`config.mk`:
```
export PLATFORM = sky130hd
export DESIGN_NAME = mpsc_power_ctrl
export DESIGN_NICKNAME = d
export VERILOG_FILES = /design/src/rtl/mpsc_pkg.sv /design/src/rtl/mpsc_power_ctrl.sv
export SDC_FILE = /design/constraint.sdc
export NUM_CORES = 1
export LEC_CHECK = 0
export ABC_AREA = 1
export BUFFER_PORTS_ARGS = -buffer_cell sky130_fd_sc_hd__clkbuf_2
export CORE_AREA = 4 4 74 76
export CTS_CLUSTER_DIAMETER = 120
export DETAILED_ROUTE_END_ITERATION = 8
export DIE_AREA = 0 0 78 80
export MAX_ROUTING_LAYER = met4
export PLACE_DENSITY = 0.76
export RECOVER_POWER = 25
export SLEW_MARGIN = 10
export SYNTH_ARGS = -nofsm -noshare
export SYNTH_HDL_FRONTEND = slang
export SYNTH_SLANG_ARGS = --single-unit
```
`constraint.sdc`:
```
create_clock -name mclk -period 3.7 [get_ports mclk]
set_clock_uncertainty 0.2 [all_clocks]
set_input_delay 0.74 -clock mclk [delete_from_list [all_inputs] [get_ports mclk]]
set_output_delay 0.74 -clock mclk [all_outputs]
set_load 0.05 [all_outputs]
```
`src/rtl/mpsc_pkg.sv`:
```
package mpsc_pkg;

  // ----------------------------------------------------------------
  // timing
  // ----------------------------------------------------------------
  localparam int CLK_PERIOD_PS = 10000;
  localparam int BOOT_MAX_NS = 1200000;   // longest booting time, 1.2 ms in ns
  localparam int BOOT_MAX_US = 1200;
  // longest time rounds down
  localparam int BOOT_CYCLES = (BOOT_MAX_US * 1000000) / CLK_PERIOD_PS;

  // ----------------------------------------------------------------
  // power states, gray coded along off-boot-active-standby
  // ----------------------------------------------------------------
  typedef enum logic [1:0]
  {
    MPSC_OFF = 2'h0,
    MPSC_BOOT = 2'h1,
    MPSC_ACTIVE = 2'h3,
    MPSC_STANDBY = 2'h2
  } mpsc_state_e;

  // status field positions
  localparam int STAT_ACTIVE_BIT = 0;
  localparam int STAT_T_BIT = 1;
  localparam int STAT_H_BIT = 2;
  localparam int STAT_W = 3;

endpackage

```
`src/rtl/mpsc_power_ctrl.sv`:
```
`timescale 1ns/10ps

// How it works
// - in standby the measurement engine power is off while host-side ports keep working.
// - a measurement request passes boot then active before the measurement starts.
// - after a measurement completes the block returns to standby, results stay held.
// - continuous mode or disabled low power keeps the block in active.
// - whether the block is active is shown on a status output, one cycle after the state.
// - after reset the block boots to active then drops straight to standby.
// - booting ends by itself within the booting time of 1.2 ms.
// - temperature runs a coarse search then a sigma-delta phase, giving 12 bits.
// - the temperature result is handed on as a calibrated Kelvin value.
// - humidity comes from a second-order sigma-delta capacitance converter.
// - humidity results are passed on only after temperature compensation.
// - the host link is standard I2C at standard and fast speed, handled outside.
// - in single-shot mode a started sensor stops once its measurement completes.
module mpsc_power_ctrl
  import mpsc_pkg::*;
#(
  parameter int BOOT_LEN = BOOT_CYCLES
)
(
  input wire logic mclk, // system clock
  input wire logic sys_rst, // async reset, high
  input wire logic measurement_trigger_t, // start temperature, pulse
  input wire logic measurement_trigger_h, // start humidity, pulse
  input wire logic continuous_mode_select, // continuous run mode
  input wire logic system_power_control, // high: low power enabled
  input wire logic t_conv_done, // temperature engine finished, pulse
  input wire logic h_conv_done, // humidity engine finished, pulse
  output logic engine_power_on, // measurement engine power
  output logic t_run, // temperature conversion running
  output logic h_run, // humidity conversion running
  output logic sys_active, // device active
  output logic [STAT_W-1:0] sensor_activity_status // power and sensor status
);

  // elaboration check: zero never leaves boot; above the default breaks the limit
  if (BOOT_LEN < 1 || BOOT_LEN > BOOT_CYCLES)
  begin : g_boot_len_check
    $error("BOOT_LEN out of range");
  end

  // ----------------------------------------------------------------
  // synchronise the asynchronous host-side control inputs
  // ----------------------------------------------------------------
  logic [3:0] sync1_r;
  logic [3:0] sync2_r;
  logic [1:0] done1_r;
  logic [1:0] done2_r;

  // two stages each; only stage two is read
  // control bits arrive from the host link, which runs outside this block
  // reset to the idle levels: low power on, single shot, no request
  always_ff @(posedge mclk or posedge sys_rst)
  begin
    if (sys_rst)
    begin
      sync1_r <= 4'h8;
      sync2_r <= 4'h8;
      done1_r <= 2'h0;
      done2_r <= 2'h0;
    end
    else
    begin
      sync1_r <= {system_power_control, continuous_mode_select,
                  measurement_trigger_h, measurement_trigger_t};
      sync2_r <= sync1_r;
      done1_r <= {h_conv_done, t_conv_done};
      done2_r <= done1_r;
    end
  end

  wire trig_t = sync2_r[0];
  wire trig_h = sync2_r[1];
  wire cont_mode = sync2_r[2];
  wire low_pwr_en = sync2_r[3];
  wire done_t = done2_r[0];
  wire done_h = done2_r[1];

  // ----------------------------------------------------------------
  // state decode
  // ----------------------------------------------------------------
  // engine supply follows boot and active; shared by the output and a check
  function automatic logic state_powered(input mpsc_state_e s);
    return (s == MPSC_BOOT) || (s == MPSC_ACTIVE);
  endfunction

  // ----------------------------------------------------------------
  // pending requests
  // ----------------------------------------------------------------
  mpsc_state_e state_r;
  mpsc_state_e state_nxt;
  logic pend_t_r;
  logic pend_h_r;
  logic t_run_r;
  logic h_run_r;
  logic t_sel_r;
  logic h_sel_r;
  logic [31:0] boot_cnt_r;

  // state decode as named wires
  wire in_boot = (state_r == MPSC_BOOT);
  wire in_active = (state_r == MPSC_ACTIVE);
  wire in_standby = (state_r == MPSC_STANDBY);

  wire boot_done = in_boot && (boot_cnt_r >= 32'(BOOT_LEN - 1));
  // a sensor is busy until its own done; the step waits for both
  wire busy_t = t_run_r && !done_t;
  wire busy_h = h_run_r && !done_h;
  wire step_end = in_active && !busy_t && !busy_h;
  // launch consumes pending requests at a step boundary
  wire launch = step_end && (pend_t_r || pend_h_r);
  // continuous runs re-launch the sensors that took part in the last step
  wire relaunch_t = step_end && cont_mode && t_sel_r;
  wire relaunch_h = step_end && cont_mode && h_sel_r;
  wire stay_active = cont_mode || !low_pwr_en || launch;
  // sensors started at this step boundary
  wire start_t = (launch && pend_t_r) || relaunch_t;
  wire start_h = (launch && pend_h_r) || relaunch_h;

  // requests wait while booting or measuring; set beats consume
  always_ff @(posedge mclk or posedge sys_rst)
  begin
    if (sys_rst)
    begin
      pend_t_r <= 1'b0;
      pend_h_r <= 1'b0;
    end
    else
    begin
      pend_t_r <= trig_t || (pend_t_r && !launch);
      pend_h_r <= trig_h || (pend_h_r && !launch);
    end
  end

  // ----------------------------------------------------------------
  // power state machine
  // ----------------------------------------------------------------
  // standby wakes on request, boot is transient
  always_comb
  begin
    state_nxt = state_r;
    case (state_r)
      MPSC_OFF: state_nxt = MPSC_BOOT;
      MPSC_BOOT: if (boot_done) state_nxt = MPSC_ACTIVE;
      MPSC_ACTIVE: if (step_end && !stay_active) state_nxt = MPSC_STANDBY;
      MPSC_STANDBY:
        if (pend_t_r || pend_h_r || cont_mode || !low_pwr_en) state_nxt = MPSC_BOOT;
      default: state_nxt = MPSC_OFF;
    endcase
  end

  always_ff @(posedge mclk or posedge sys_rst)
  begin
    if (sys_rst)
      state_r <= MPSC_OFF;
    else
      state_r <= state_nxt;
  end

  // boot counter, cleared outside booting
  // 32 bits hold any legal BOOT_LEN; a request in boot never restarts it
  always_ff @(posedge mclk or posedge sys_rst)
  begin
    if (sys_rst)
      boot_cnt_r <= 32'h0;
    else if (in_boot)
      boot_cnt_r <= boot_cnt_r + 32'h1;
    else
      boot_cnt_r <= 32'h0;
  end

  // ----------------------------------------------------------------
  // conversion run flags
  // ----------------------------------------------------------------
  // start only once active; single-shot stops on done
  // the engine itself does coarse search plus sigma-delta
  // each flag drops on its own done, so a sensor that finished first
  // is not run again while the other one is still converting
  always_ff @(posedge mclk or posedge sys_rst)
  begin
    if (sys_rst)
    begin
      t_run_r <= 1'b0;
      h_run_r <= 1'b0;
    end
    else if (step_end)
    begin
      t_run_r <= start_t;
      h_run_r <= start_h;
    end
    else
    begin
      if (done_t)
        t_run_r <= 1'b0;
      if (done_h)
        h_run_r <= 1'b0;
    end
  end

  // which sensors belong to the current step, kept for continuous relaunch
  always_ff @(posedge mclk or posedge sys_rst)
  begin
    if (sys_rst)
    begin
      t_sel_r <= 1'b0;
      h_sel_r <= 1'b0;
    end
    else if (step_end)
    begin
      t_sel_r <= start_t;
      h_sel_r <= start_h;
    end
  end

  // ----------------------------------------------------------------
  // outputs, all registered
  // ----------------------------------------------------------------
  // engine is off in off and standby; host side unaffected
  // results (kelvin, compensated rh) stay in engine registers
  // status trails the state by one cycle, the price of registered outputs
  always_ff @(posedge mclk or posedge sys_rst)
  begin
    if (sys_rst)
    begin
      engine_power_on <= 1'b0;
      sys_active <= 1'b0;
      t_run <= 1'b0;
      h_run <= 1'b0;
      sensor_activity_status <= '0;
    end
    else
    begin
      engine_power_on <= state_powered(state_nxt);
      sys_active <= in_active;
      t_run <= t_run_r;
      h_run <= h_run_r;
      sensor_activity_status[STAT_ACTIVE_BIT] <= in_active;
      sensor_activity_status[STAT_T_BIT] <= t_run_r;
      sensor_activity_status[STAT_H_BIT] <= h_run_r;
    end
  end

  // ----------------------------------------------------------------
  // checks
  // ----------------------------------------------------------------
  a_standby_unpowered: assert property (@(posedge mclk) disable iff (sys_rst)
    in_standby |-> !engine_power_on)
    else $error("engine powered in standby");

  a_run_needs_active: assert property (@(posedge mclk) disable iff (sys_rst)
    $rose(t_run_r) |-> $past(state_r) == MPSC_ACTIVE)
    else $error("conversion started outside active");

  a_boot_bounded: assert property (@(posedge mclk) disable iff (sys_rst)
    state_r == MPSC_BOOT |-> boot_cnt_r < 32'(BOOT_LEN))
    else $error("boot too long");

  a_cont_stays: assert property (@(posedge mclk) disable iff (sys_rst)
    state_r == MPSC_ACTIVE && cont_mode |=> state_r == MPSC_ACTIVE)
    else $error("left active in continuous mode");

  a_status_tracks: assert property (@(posedge mclk) disable iff (sys_rst)
    ##1 sensor_activity_status[STAT_ACTIVE_BIT] == ($past(state_r) == MPSC_ACTIVE))
    else $error("status wrong");

  a_reset_boots: assert property (@(posedge mclk) disable iff (sys_rst)
    state_r == MPSC_OFF |=> state_r == MPSC_BOOT)
    else $error("no boot after reset");

  a_single_stops: assert property (@(posedge mclk) disable iff (sys_rst)
    step_end && !cont_mode && !launch |=> !t_run_r && !h_run_r)
    else $error("single shot did not stop");

  a_standby_end: assert property (@(posedge mclk) disable iff (sys_rst)
    step_end && !stay_active |=> state_r == MPSC_STANDBY)
    else $error("no return to standby");

  a_req_held: assert property (@(posedge mclk) disable iff (sys_rst)
    pend_t_r && !launch |=> pend_t_r)
    else $error("pending request lost");

  a_power_matches: assert property (@(posedge mclk) disable iff (sys_rst)
    engine_power_on == state_powered(state_r))
    else $error("engine power does not follow the state");

  a_standby_idle: assert property (@(posedge mclk) disable iff (sys_rst)
    in_standby |-> !t_run_r && !h_run_r)
    else $error("conversion running in standby");

  a_wake_boots: assert property (@(posedge mclk) disable iff (sys_rst)
    in_standby && (pend_t_r || pend_h_r) |=> in_boot)
    else $error("request did not wake the engine");

  a_lowpwr_stays: assert property (@(posedge mclk) disable iff (sys_rst)
    in_active && !low_pwr_en |=> in_active)
    else $error("left active with low power disabled");

  a_cont_relaunch: assert property (@(posedge mclk) disable iff (sys_rst)
    step_end && cont_mode && t_sel_r |=> t_run_r)
    else $error("continuous run not repeated");

  a_status_sensors: assert property (@(posedge mclk) disable iff (sys_rst)
    ##1 sensor_activity_status[STAT_T_BIT] == $past(t_run_r)
    && sensor_activity_status[STAT_H_BIT] == $past(h_run_r))
    else $error("sensor status wrong");

  a_done_stops: assert property (@(posedge mclk) disable iff (sys_rst)
    t_run_r && done_t && !step_end |=> !t_run_r)
    else $error("temperature run kept after done");

  a_boot_counts: assert property (@(posedge mclk) disable iff (sys_rst)
    in_boot && !boot_done |=> in_boot && boot_cnt_r == $past(boot_cnt_r) + 32'h1)
    else $error("boot restarted or stalled");

  // ----------------------------------------------------------------
  // covers for the main scenarios
  // ----------------------------------------------------------------
  c_single_shot: cover property (@(posedge mclk) disable iff (sys_rst)
    $fell(t_run_r) ##[1:5] state_r == MPSC_STANDBY);
  c_wake: cover property (@(posedge mclk) disable iff (sys_rst)
    state_r == MPSC_STANDBY ##1 state_r == MPSC_BOOT);
  c_both: cover property (@(posedge mclk) disable iff (sys_rst) t_run_r && h_run_r);
  c_relaunch: cover property (@(posedge mclk) disable iff (sys_rst)
    step_end && relaunch_t);
  c_req_in_boot: cover property (@(posedge mclk) disable iff (sys_rst)
    in_boot && (trig_t || trig_h));

endmodule

```
Word level (Yosys, flattened, before mapping)

Cells that the tools add are included.

Flip-flop bits (word level): 59
Logic and storage cells: 67

Add/sub/neg operators: 1
Magnitude comparators: 1
Eq/ne operators: 5
Multiplexer cells: 9
Reduce and logical (&&, ||, !) cells: 34

Operators with widths:

| operator                                                             | number |
|---|---|
| adder 32 x 1 -> 32 bit (second input constant)                       | 1 |
| greater-or-equal comparator 32 x 17 -> 1 bit (second input constant) | 1 |
| 2-to-1 mux 32 bit                                                    | 1 |
| logical AND 1 bit                                                    | 14 |
| logical OR 1 bit                                                     | 10 |
| one-hot mux 2 bit (4 select lines)                                   | 1 |
| logical NOT 1 bit                                                    | 7 |
| == test 2 bit (second input constant)                                | 3 |
| 2-to-1 mux 2 bit                                                     | 3 |
| == test 2 x 1 -> 1 bit (second input constant)                       | 2 |
| 2-to-1 mux 1 bit                                                     | 4 |
| nonzero test 2 bit                                                   | 2 |
| logical NOT 2 bit                                                    | 1 |

Longest topological paths before layout

Gate-level depths: netlist of the first run.

Depth in word-level cells: 13
Mapped depth: 11
Gate-level depth less buffers: 11

Least setup slack after synthesis of the first run

No wires, ideal clock.

Path type: register -> output
Start: reg sensor_activity_status[0]
End: out sensor_activity_status[0]
Arrival time: 0.886 ns
Path slack: 1.874 ns
Stages on the path, launching flop included: 2
Buffers on the path: 1
Cells stage by stage: dfrtp_1 buf_4

RTL lines:

| element                           | line                   | source |
|---|---|---|
| from (decl)                       | mpsc_power_ctrl.sv:35  | `output logic [STAT_W-1:0] sensor_activity_status` |
| from (signal, indexed assignment) | mpsc_power_ctrl.sv:239 | `sensor_activity_status[STAT_ACTIVE_BIT] <= in_active;` |
| from (signal, indexed assignment) | mpsc_power_ctrl.sv:240 | `sensor_activity_status[STAT_T_BIT] <= t_run_r;` |
| from (signal, indexed assignment) | mpsc_power_ctrl.sv:241 | `sensor_activity_status[STAT_H_BIT] <= h_run_r;` |

No word-level cell between the ends.

==> qor.yml, run 1 <==
sta:
  total_negative_slack_for_setup_checks_ns: 0
  max_slew.worst_pin.slew_ns: 2.28
  final_cycle_share: 0.603
  maxSlewViolCount: 56
  max_slew_margin: -0.527
  rsz0062_at_grt: "no"
  timing.final.hold_violations: 0
  post_layout_min_period_ns: 2.23
  postLayoutSetupSlackWorst_ns: 1.47
  setup_violations: 0
  highest_achievable_clock_rate_ghz: 0.448
detailed_routing:
  detailed_route_drc_error_count: 0
  router_iterations_before_antenna_repair: 4
  vias_per_cell: 5.09
  dr.first_iter.drc_count: 233
  ant_nets: 0
  detail_route.wl_per_cell_um: 12.7
  detailroute.via_count: 2238
  route.final.wire_length_mm: 5.61
worst_setup_path:
  delay_of_the_slowest_critical_path_stage_ns: 1.30
  slowest_stage: "sky130_fd_sc_hd__clkinvlp_2"
  sort_of_element_at_the_end_of_the_critical_path: "async pin"
  top_family_by_delay_on_critical_path: "buffers and inverters"
  cp_data_required_time_ns: 3.60
  worst_setup_path_start_kind: "input pin"
  path_cells: "clkbuf_1 > clkinvlp_2"
  worstPathBufferInverterCount: 2
  critical_path_class: "in -> async"
  worst_ep_arrival_time_ns: 2.13
  timing.critical_path.fanout_max: 55
synth:
  synth_enable_flop_cells: 0
  proportion_of_synthesized_flip_flops_having_asynchronous_set_or_reset: 1.00
  ys_types: 26
  ys_seq_elements: 55
  synth_top_flop_cell: "sky130_fd_sc_hd__dfrtp_1"
  ys_warnings: 0
  synthesis.area_per_instance_um2: 7.78
  syn-cell-area_um2: 2780
  synthesis.nets: 366
  seq_area_frac_synth: 0.496
  syn_inst: 357
layout:
  final_layout_fill_cell_count: 424
  layout_cells_sized_above_1: 0.145
  num-nets-final: 381
  number_of_inserted_diodes: 0
  syn_to_final_growth_pct: 7.52
  layout.cell_area.non_filler_um2: 2990
  final-instance-count-excl-fill: 440
  layout.core_utilization: 0.632
global_route:
  grt_start_max_net_pins: 56
  grt_util_all_layers: 0.206
  first_global_vias: 2122
  grt_first_pass_wirelength_mm: 9.80
  grt.overflow.total: 0
  grt_antenna_before_repair: 0
status:
  outcome: "finished, violations left"
  violations_in_the_final_reports: "max-capacitance violations, max-slew violations"
place:
  detailed_place_hpwl_mm: 4.12
  finalWeightedCongestion: 0.947
  buffer_ports.inserted: 14
  placed_cell_area_um2: 2900
  worst_slack_placed_ns: 1.59
  post-place-cells: 432
power:
  ir_worst_vdd_mv: 0.252
  power.net_switching_uw: 219
  p_seq_frac: 0.630
  leakage_uw: 0.00143
  p_clk_frac: 0.354
  pwr_density_cell_nw_per_um2: 324
  sw_frac_of_total: 0.226
  internal-power_uw: 749
  combPwrFrac: 0.015
clock_network:
  root_buffer: "sky130_fd_sc_hd__clkbuf_8"
  cts_tree: "yes"
  cts-buffers-inserted: 5
  cts_max_level: 2
  cts-hold-fix-buffers: 0
  clock_latency_ns: 0.32
  clockBufferDepth: 2
  clkSlewWorstSetupHoldPaths_ns: 0.10
  ctsResizeCount: 0
  post_cts.repair.setup_buffers: 0
  tritoncts_sinks: 55
floorplan:
  die_h_um: 80
  placeableCoreArea_um2: 4720
  die_w_um: 78
  num_rows: 25
  initial_core_util: 0.588
  die-area_um2: 6240
  num_io_pins: 15
run:
  timing.max_cap.violations: 1
min_path:
  timing.hold.worst.class: "reg -> reg"
## logic make-up (layout without fill, tap and decap cells)
group / after synthesis / count (layout) / share of synthesized area
AOI/OAI and AO/OA: 24 / 24 / 0.0468
xor gates and xnor gates: 7 / 7 / 0.0221
adders and majority gates: 1 / 1 / 0.00450
buffers and inverters: 54 / 70 / 0.0775
DFF: 55 / 55 / 0.496
and+or+nand+nor: 216 / 216 / 0.353
## layout make-up
| class | count | area, µm² | share of cell area |
|---|---|---|---|
| Clock inverter | 2 | 17.5 | 0.00587 |
| Tap cell | 67 | 83.8 | 0.0281 |
| Timing Repair Buffer | 14 | 68.8 | 0.0230 |
| Clock buffer | 6 | 72.6 | 0.0243 |
| Multi-Input combinational cell | 248 | 1180 | 0.396 |
| Sequential cell | 55 | 1380 | 0.462 |
| Inverter | 48 | 181 | 0.0607 |
## Yosys cell counts (3+ instances only)
cell type / number / area [µm²]
sky130_fd_sc_hd__nor3_2: 7 / 70.1
sky130_fd_sc_hd__nand2_1: 93 / 349
sky130_fd_sc_hd__inv_1: 44 / 165
sky130_fd_sc_hd__a21oi_1: 8 / 40.0
sky130_fd_sc_hd__inv_2: 4 / 15.0
sky130_fd_sc_hd__dfrtp_1: 53 / 1330
sky130_fd_sc_hd__nor2_1: 65 / 244
sky130_fd_sc_hd__xor2_1: 7 / 61.3
sky130_fd_sc_hd__nand2_2: 7 / 43.8
sky130_fd_sc_hd__nor2_2: 8 / 50.1
sky130_fd_sc_hd__nor3_1: 10 / 50.1
sky130_fd_sc_hd__buf_4: 3 / 22.5
sky130_fd_sc_hd__nand3_1: 18 / 90.1
sky130_fd_sc_hd__o21ai_0: 12 / 60.1
## layout by cell type (no fill, tap or decap)
cell type,synthesis,final
sky130_fd_sc_hd__nor2_8,1,1
sky130_fd_sc_hd__nor3_2,7,7
sky130_fd_sc_hd__clkinv_4,0,1
sky130_fd_sc_hd__ha_1,1,1
sky130_fd_sc_hd__dfrtp_1,53,53
sky130_fd_sc_hd__nand2_1,93,93
sky130_fd_sc_hd__nor2_2,8,8
sky130_fd_sc_hd__nor2_4,2,2
sky130_fd_sc_hd__nand3b_1,1,1
sky130_fd_sc_hd__nor3_1,10,10
sky130_fd_sc_hd__nand2_2,7,7
sky130_fd_sc_hd__xor2_1,7,7
sky130_fd_sc_hd__o21a_1,1,1
sky130_fd_sc_hd__nor2_1,65,65
sky130_fd_sc_hd__a21oi_1,8,8
sky130_fd_sc_hd__clkbuf_8,0,5
sky130_fd_sc_hd__inv_2,4,4
sky130_fd_sc_hd__clkbuf_2,0,13
sky130_fd_sc_hd__nand3_2,2,2
sky130_fd_sc_hd__nand3_1,18,18
sky130_fd_sc_hd__o21bai_1,2,2
sky130_fd_sc_hd__o21ai_0,12,12
sky130_fd_sc_hd__clkbuf_1,2,2
sky130_fd_sc_hd__o211ai_1,1,1
sky130_fd_sc_hd__dfstp_2,2,2
sky130_fd_sc_hd__inv_6,0,1
sky130_fd_sc_hd__nand4_1,2,2
sky130_fd_sc_hd__inv_1,44,43
sky130_fd_sc_hd__clkinvlp_2,0,1
## flip-flops by register name, indices dropped and copies added, names as in the netlist, 2 cells and up
signal / count
boot_cnt_r: 32
sync2_r: 4
sensor_activity_status: 2
done1_r: 2
done2_r: 2
sync1_r: 4
## path summary, 6_finish.rpt
kind	cells after the start	to	slack (ns)	from
max	2	boot_cnt_r[15]	1.47	sys_rst
min	0	sync2_r[0]	0.16	sync1_r[0]
min in group asynchronous	2	h_sel_r	0.81	sys_rst
max reg2reg	5	boot_cnt_r[4]	1.54	engine_power_on
max in group mclk	5	boot_cnt_r[4]	1.54	engine_power_on
min reg2reg	0	sync2_r[0]	0.16	sync1_r[0]
## metal layers
metal,wire [µm],share of wire,global-route usage
met3,263,0.047,0.0316
met2,2660,0.47,0.323
met1,2610,0.47,0.279
met5,0,0,-
met4,72,0.013,0.0612
## power by group through the flow
stage	combinational, µW	sequential [µW]	clock (µW)
5_1_grt	18.4	611	385
2_1_floorplan	9.46	621	0
3_5_place_dp	16.4	622	0
6_report	14.9	610	343
3_3_place_gp	15.8	621	0
4_1_cts	16.4	610	350
## through the flow
step           hold slack, ns  power, µW
2_1_floorplan           0.131        631
3_3_place_gp            0.132        637
3_5_place_dp            0.137        638
4_1_cts                 0.162        976
5_1_grt                 0.167       1010
6_report                0.158        968
No activity file was read; power rests on OpenSTA's default activity.
==> inputs of run 2 (changes only) <==
- clock period: 3.7 -> 2.1 ns (I/O delays scaled with it)
==> qor.yml, run 2 (synthesis results as in run 1) <==
global_route:
  grt_first_pass_wirelength_mm: 9.99
  grt.overflow.total: 0
  grt_antenna_before_repair: 0
  grt_util_all_layers: 0.209
  grt_start_max_net_pins: 37
  first_global_vias: 2284
place:
  detailed_place_hpwl_mm: 4.25
  worst_slack_placed_ns: 0.408
  buffer_ports.inserted: 14
  finalWeightedCongestion: 0.948
layout:
  flip_flop_count_of_the_largest_register_after_layout: 32
  layout_commonest_cell: "sky130_fd_sc_hd__nand2_1"
  largestRegisters: "boot_cnt_r: 32 flops, sync1_r: 4 flops, sync2_r: 4 flops"
  largest_register: "boot_cnt_r"
  layout_cells_sized_above_1: 0.152
  number_of_inserted_diodes: 0
  num-nets-final: 389
  final_cell_mix: "sky130_fd_sc_hd__nand2_1, sky130_fd_sc_hd__nor2_1, sky130_fd_sc_hd__dfrtp_1"
  syn_to_final_growth_pct: 10.9
clock_network:
  clock_latency_ns: 0.31
  cts_tree: "yes"
  root_buffer: "sky130_fd_sc_hd__clkbuf_8"
  cts-buffers-inserted: 5
  ctsResizeCount: 0
  clkSlewWorstSetupHoldPaths_ns: 0.10
  clockBufferDepth: 2
  cts_max_level: 2
  tritoncts_sinks: 55
power:
  ir_worst_vdd_mv: 0.536
  leakage_uw: 0.00148
  pwr_density_cell_nw_per_um2: 570
worst_setup_path:
  critical_path_class: "reg -> reg"
  cp_data_required_time_ns: 2.15
  cp-startpoint: "boot_cnt_r[0]"
  crit-reg2reg-launch: "boot_cnt_r[0]"
  sort_of_element_at_the_end_of_the_critical_path: "register"
  worst_ep_arrival_time_ns: 1.78
  worst_setup_path_start_kind: "register"
  timing.critical_path.fanout_max: 8
sta:
  final_cycle_share: 0.820
  setup_violations: 0
  postLayoutSetupSlackWorst_ns: 0.379
  post_layout_min_period_ns: 1.72
  maxSlewViolCount: 0
  timing.final.hold_violations: 0
  highest_achievable_clock_rate_ghz: 0.581
  total_negative_slack_for_setup_checks_ns: 0
  max_slew_margin: 0.483
  max_slew.worst_pin.slew_ns: 0.775
  rsz0062_at_grt: "no"
min_path:
  timing.hold.worst.class: "in -> reg"
  hold_path_startpoint: "measurement_trigger_h"
run:
  timing.max_cap.violations: 0
floorplan:
  initial_core_util: 0.588
  num_rows: 25
  die_h_um: 80
  die-area_um2: 6240
  placeableCoreArea_um2: 4720
  num_io_pins: 15
  die_w_um: 78
detailed_routing:
  route.layer.met1.wl_mm: 2.52
  router_iterations_before_antenna_repair: 7
  detailed_route_drc_error_count: 0
  dr.first_iter.drc_count: 157
  route.final.wire_length_mm: 5.59
  met3_wirelength_um: 324
  ant_nets: 0
  vias_per_cell: 5.08
  detailroute.via_count: 2277
  dr_wl_met2_mm: 2.59
  top_signal_layer_used: "met4"
  detail_route.wl_per_cell_um: 12.5
status:
  outcome: "finished clean"
run 2: changes by cell type in the layout (fill, tap and decap cells not counted), sizes merged:
| cell | delta |
|---|---|
| clkinv | -1 |
| clkinvlp | -1 |
| dlygate4sd3 | +5 |
| inv | +2 |
| buf | +3 |
run 2: power by group:
group | internal, µW | switching (µW)
Combinational | 15.1 | 23.2
Sequential | 1070 | 2.93
Clock | 277 | 366
run 2: per-layer routing:
metal,track usage,vias up
met3,0.0451,16
li1,-,1144
met4,0.101,0
met1,0.262,1042
met2,0.323,75
met5,-,-
run 2: layout make-up:
type                    instances  area, µm²
fillers                       404       1640
flip-flops and latches         55       1380
multi-input cells             248       1180
inverters                      48        180
repair buffers                 22        155
well taps                      67       83.8
clock buffers                   6       82.6
clock inverters                 2       17.5
run 2: metrics by stage:
stage,total power (µW),hold slack (ns),util,area (µm²),cells
after global placement,1130,0.132,0.621,2930,435
after CTS,1760,0.00390,0.648,3060,446
after detailed placement,1130,0.135,0.621,2930,435
after global routing,1810,0.000204,0.652,3080,448
after floorplan,1110,0.131,-,2780,357
final,1760,0.00700,0.652,3080,448
run 2: final timing paths:
| check | end | slack [ns] | cells after the start |
|---|---|---|---|
| max in group asynchronous | sync2_r[3] | 0.42 | 4 |
| worst min-delay path | sync1_r[1] | 0.007 | 1 |
| worst max-delay path | boot_cnt_r[22] | 0.38 | 9 |
| min in group asynchronous | sync1_r[1] | 0.58 | 3 |
| worst min register to register | sync2_r[0] | 0.16 | 0 |
| worst max register to register | boot_cnt_r[22] | 0.38 | 9 |
run 2: repair_timing:
action	in CTS	in global routing
hold endpoints to repair	21	2
hold buffers	3	2
buffers inserted	0	0
run 2: critical path, stage by stage, from the launching register on:
cell and delay, ns:
sky130_fd_sc_hd__dfrtp_1 0.41, sky130_fd_sc_hd__ha_1 0.21, sky130_fd_sc_hd__nand2_2 0.11, sky130_fd_sc_hd__nor2_8 0.15
sky130_fd_sc_hd__nand3_2 0.13, sky130_fd_sc_hd__nor2_4 0.17, sky130_fd_sc_hd__nand3_2 0.09, sky130_fd_sc_hd__nand2_1 0.07
sky130_fd_sc_hd__nand2_1 0.05, sky130_fd_sc_hd__nor2_1 0.08
==> inputs of run 3 (changes only) <==
- CORE_AREA: 4 4 74 76 -> 4 4 77 79
- DIE_AREA: 0 0 78 80 -> 0 0 81 83
- PLACE_DENSITY: 0.76 -> 0.73
- clock period: 2.1 -> 1.5 ns (I/O delays scaled with it)
==> qor.yml, run 3 (synthesis results as in run 1) <==
status:
  outcome: "finished, violations left"
  violations_in_the_final_reports: "negative setup slack"
worst_setup_path:
  worst_setup_path_start_kind: "register"
  sort_of_element_at_the_end_of_the_critical_path: "register"
  worst-r2r-cell-count: 7
  crit-reg2reg-launch: "boot_cnt_r[1]"
  timing.critical_path.fanout_max: 5
  slowest_stage: "sky130_fd_sc_hd__dfrtp_1"
  critical_path_class: "reg -> reg"
  r2r_setup_slack_ns: -0.18
  worst_ep_arrival_time_ns: 1.68
  path_cells: "ha_4 > nand2_4 > nor2_8 > nand3_4 > buf_4 > nor3_1 > nor3_2"
  top_family_by_delay_on_critical_path: "simple AND/OR/NAND/NOR gates"
  worstPathBufferInverterCount: 1
  destination_of_the_worst_register_to_register_timing_path: "boot_cnt_r[14]"
  cp_data_required_time_ns: 1.51
  delay_of_the_slowest_critical_path_stage_ns: 0.40
sta:
  rsz0062_at_grt: "yes"
  postLayoutSetupSlackWorst_ns: -0.175
  max_slew_margin: 0.727
  timing.final.hold_violations: 0
  final.hold.worst_slack_ns: 0.156
  final_cycle_share: 1.12
  setup_violations: 25
  post_layout_min_period_ns: 1.68
  max_slew.worst_pin.slew_ns: 0.408
  maxSlewViolCount: 0
  highest_achievable_clock_rate_ghz: 0.597
floorplan:
  placeableCoreArea_um2: 5340
  die_w_um: 81
  num_io_pins: 15
  die_h_um: 83
  num_rows: 27
  die-area_um2: 6720
  initial_core_util: 0.520
global_route:
  grt_util_all_layers: 0.220
  grt_first_pass_wirelength_mm: 11.2
  grt_antenna_before_repair: 0
  grt_start_max_net_pins: 30
  grt.overflow.total: 0
  first_global_vias: 2497
clock_network:
  clkSlewWorstSetupHoldPaths_ns: 0.10
  clockBufferDepth: 2
  tritoncts_sinks: 55
  clock_latency_ns: 0.32
  root_buffer: "sky130_fd_sc_hd__clkbuf_8"
  cts-buffers-inserted: 5
  cts_max_level: 2
  cts_tree: "yes"
power:
  combPwrFrac: 0.026
  pwr_density_cell_nw_per_um2: 627
  p_seq_frac: 0.623
  p_clk_frac: 0.351
  power.net_switching_uw: 547
  leakage_uw: 0.00199
  ir_worst_vdd_mv: 0.620
  internal-power_uw: 1870
  sw_frac_of_total: 0.227
detailed_routing:
  detailed_route_drc_error_count: 0
  ant_nets: 0
  route.final.wire_length_mm: 7.56
  detailroute.via_count: 2634
  dr.first_iter.drc_count: 246
  vias_per_cell: 5.22
  detail_route.wl_per_cell_um: 15.0
  router_iterations_before_antenna_repair: 5
layout:
  number_of_inserted_diodes: 0
  layout.cell_area.non_filler_um2: 3850
  syn_to_final_growth_pct: 38.7
  multi_input_comb_area_um2: 1520
  flip_flop_count_of_the_largest_register_after_layout: 32
  final-instance-count-excl-fill: 505
  layout_cells_sized_above_1: 0.379
  final_layout_fill_cell_count: 399
  layout.core_utilization: 0.722
  largestRegisters: "boot_cnt_r: 32 flops, sync1_r: 4 flops, sync2_r: 4 flops"
  num-nets-final: 441
  final-seq-area_um2: 1390
  layout_commonest_cell: "sky130_fd_sc_hd__nand2_1"
  largest_register: "boot_cnt_r"
  final_cell_mix: "sky130_fd_sc_hd__nand2_1, sky130_fd_sc_hd__nor2_1, sky130_fd_sc_hd__buf_4"
place:
  finalWeightedCongestion: 0.966
  buffer_ports.inserted: 14
  placed_cell_area_um2: 3260
  detailed_place_hpwl_mm: 4.80
  post-place-cells: 478
run:
  timing.max_cap.violations: 0
min_path:
  hold_path_depth: 0
  min_to: "sync2_r[0]"
  hold_path_startpoint: "sync1_r[0]"
  timing.hold.worst.class: "reg -> reg"
[run 3: layer usage]
metal / wire length (µm) / part of all wire / track usage / vias up
met5: 0 / 0 / - / -
met4: 323 / 0.043 / 0.0906 / 0
met3: 469 / 0.062 / 0.0499 / 37
met2: 3660 / 0.48 / 0.322 / 111
met1: 3100 / 0.41 / 0.295 / 1235
li1: - / - / - / 1251
[run 3: worst max path at each step]
stage / from / endpoint / slack, ns / depth (start not counted)
6_report: boot_cnt_r[1] / boot_cnt_r[14] / -0.18 / 7
5_1_grt: boot_cnt_r[1] / boot_cnt_r[14] / -0.27 / 7
4_1_cts: boot_cnt_r[1] / boot_cnt_r[14] / -0.12 / 7
3_5_place_dp: boot_cnt_r[5] / boot_cnt_r[21] / -0.16 / 7
3_3_place_gp: boot_cnt_r[5] / boot_cnt_r[21] / -0.17 / 7
2_1_floorplan: boot_cnt_r[0] / boot_cnt_r[22] / -0.05 / 8
[run 3: power by group through the flow]
stage	Clock [µW]	Combinational, µW	Sequential [µW]
final	847	63.6	1500
after detailed placement	0	52.8	1530
after global placement	0	51.9	1530
after global routing	935	73.1	1510
after floorplan	0	23.8	1530
after CTS	868	66.7	1500
[run 3: repair_timing]
action / CTS / global route
buffers inserted: 4 / 8
gates resized for setup: 38 / 62
setup endpoints to repair: 26 / 31
hold buffers: 7 / 0
endpoints found under the hold margin: 19 / 0
pin swaps: 28 / 34
cloned: 0 / 0
[run 3: stage by stage]
stage / power (µW) / setup slack, ns / TNS [ns]
after CTS: 2440 / -0.120 / -0.881
after global placement: 1580 / -0.171 / -0.887
after floorplan: 1560 / -0.0546 / -0.247
after global routing: 2510 / -0.266 / -4.17
final: 2410 / -0.175 / -1.74
after detailed placement: 1590 / -0.162 / -1.40
[run 3: area by class of cell]
cell class                 count  area share
multi-input combinational    248       0.394
sequential                    55       0.360
timing repair buffer          74       0.151
inverter                      48      0.0477
tap                           72      0.0234
clock buffer                   6      0.0188
clock inverter                 2     0.00455
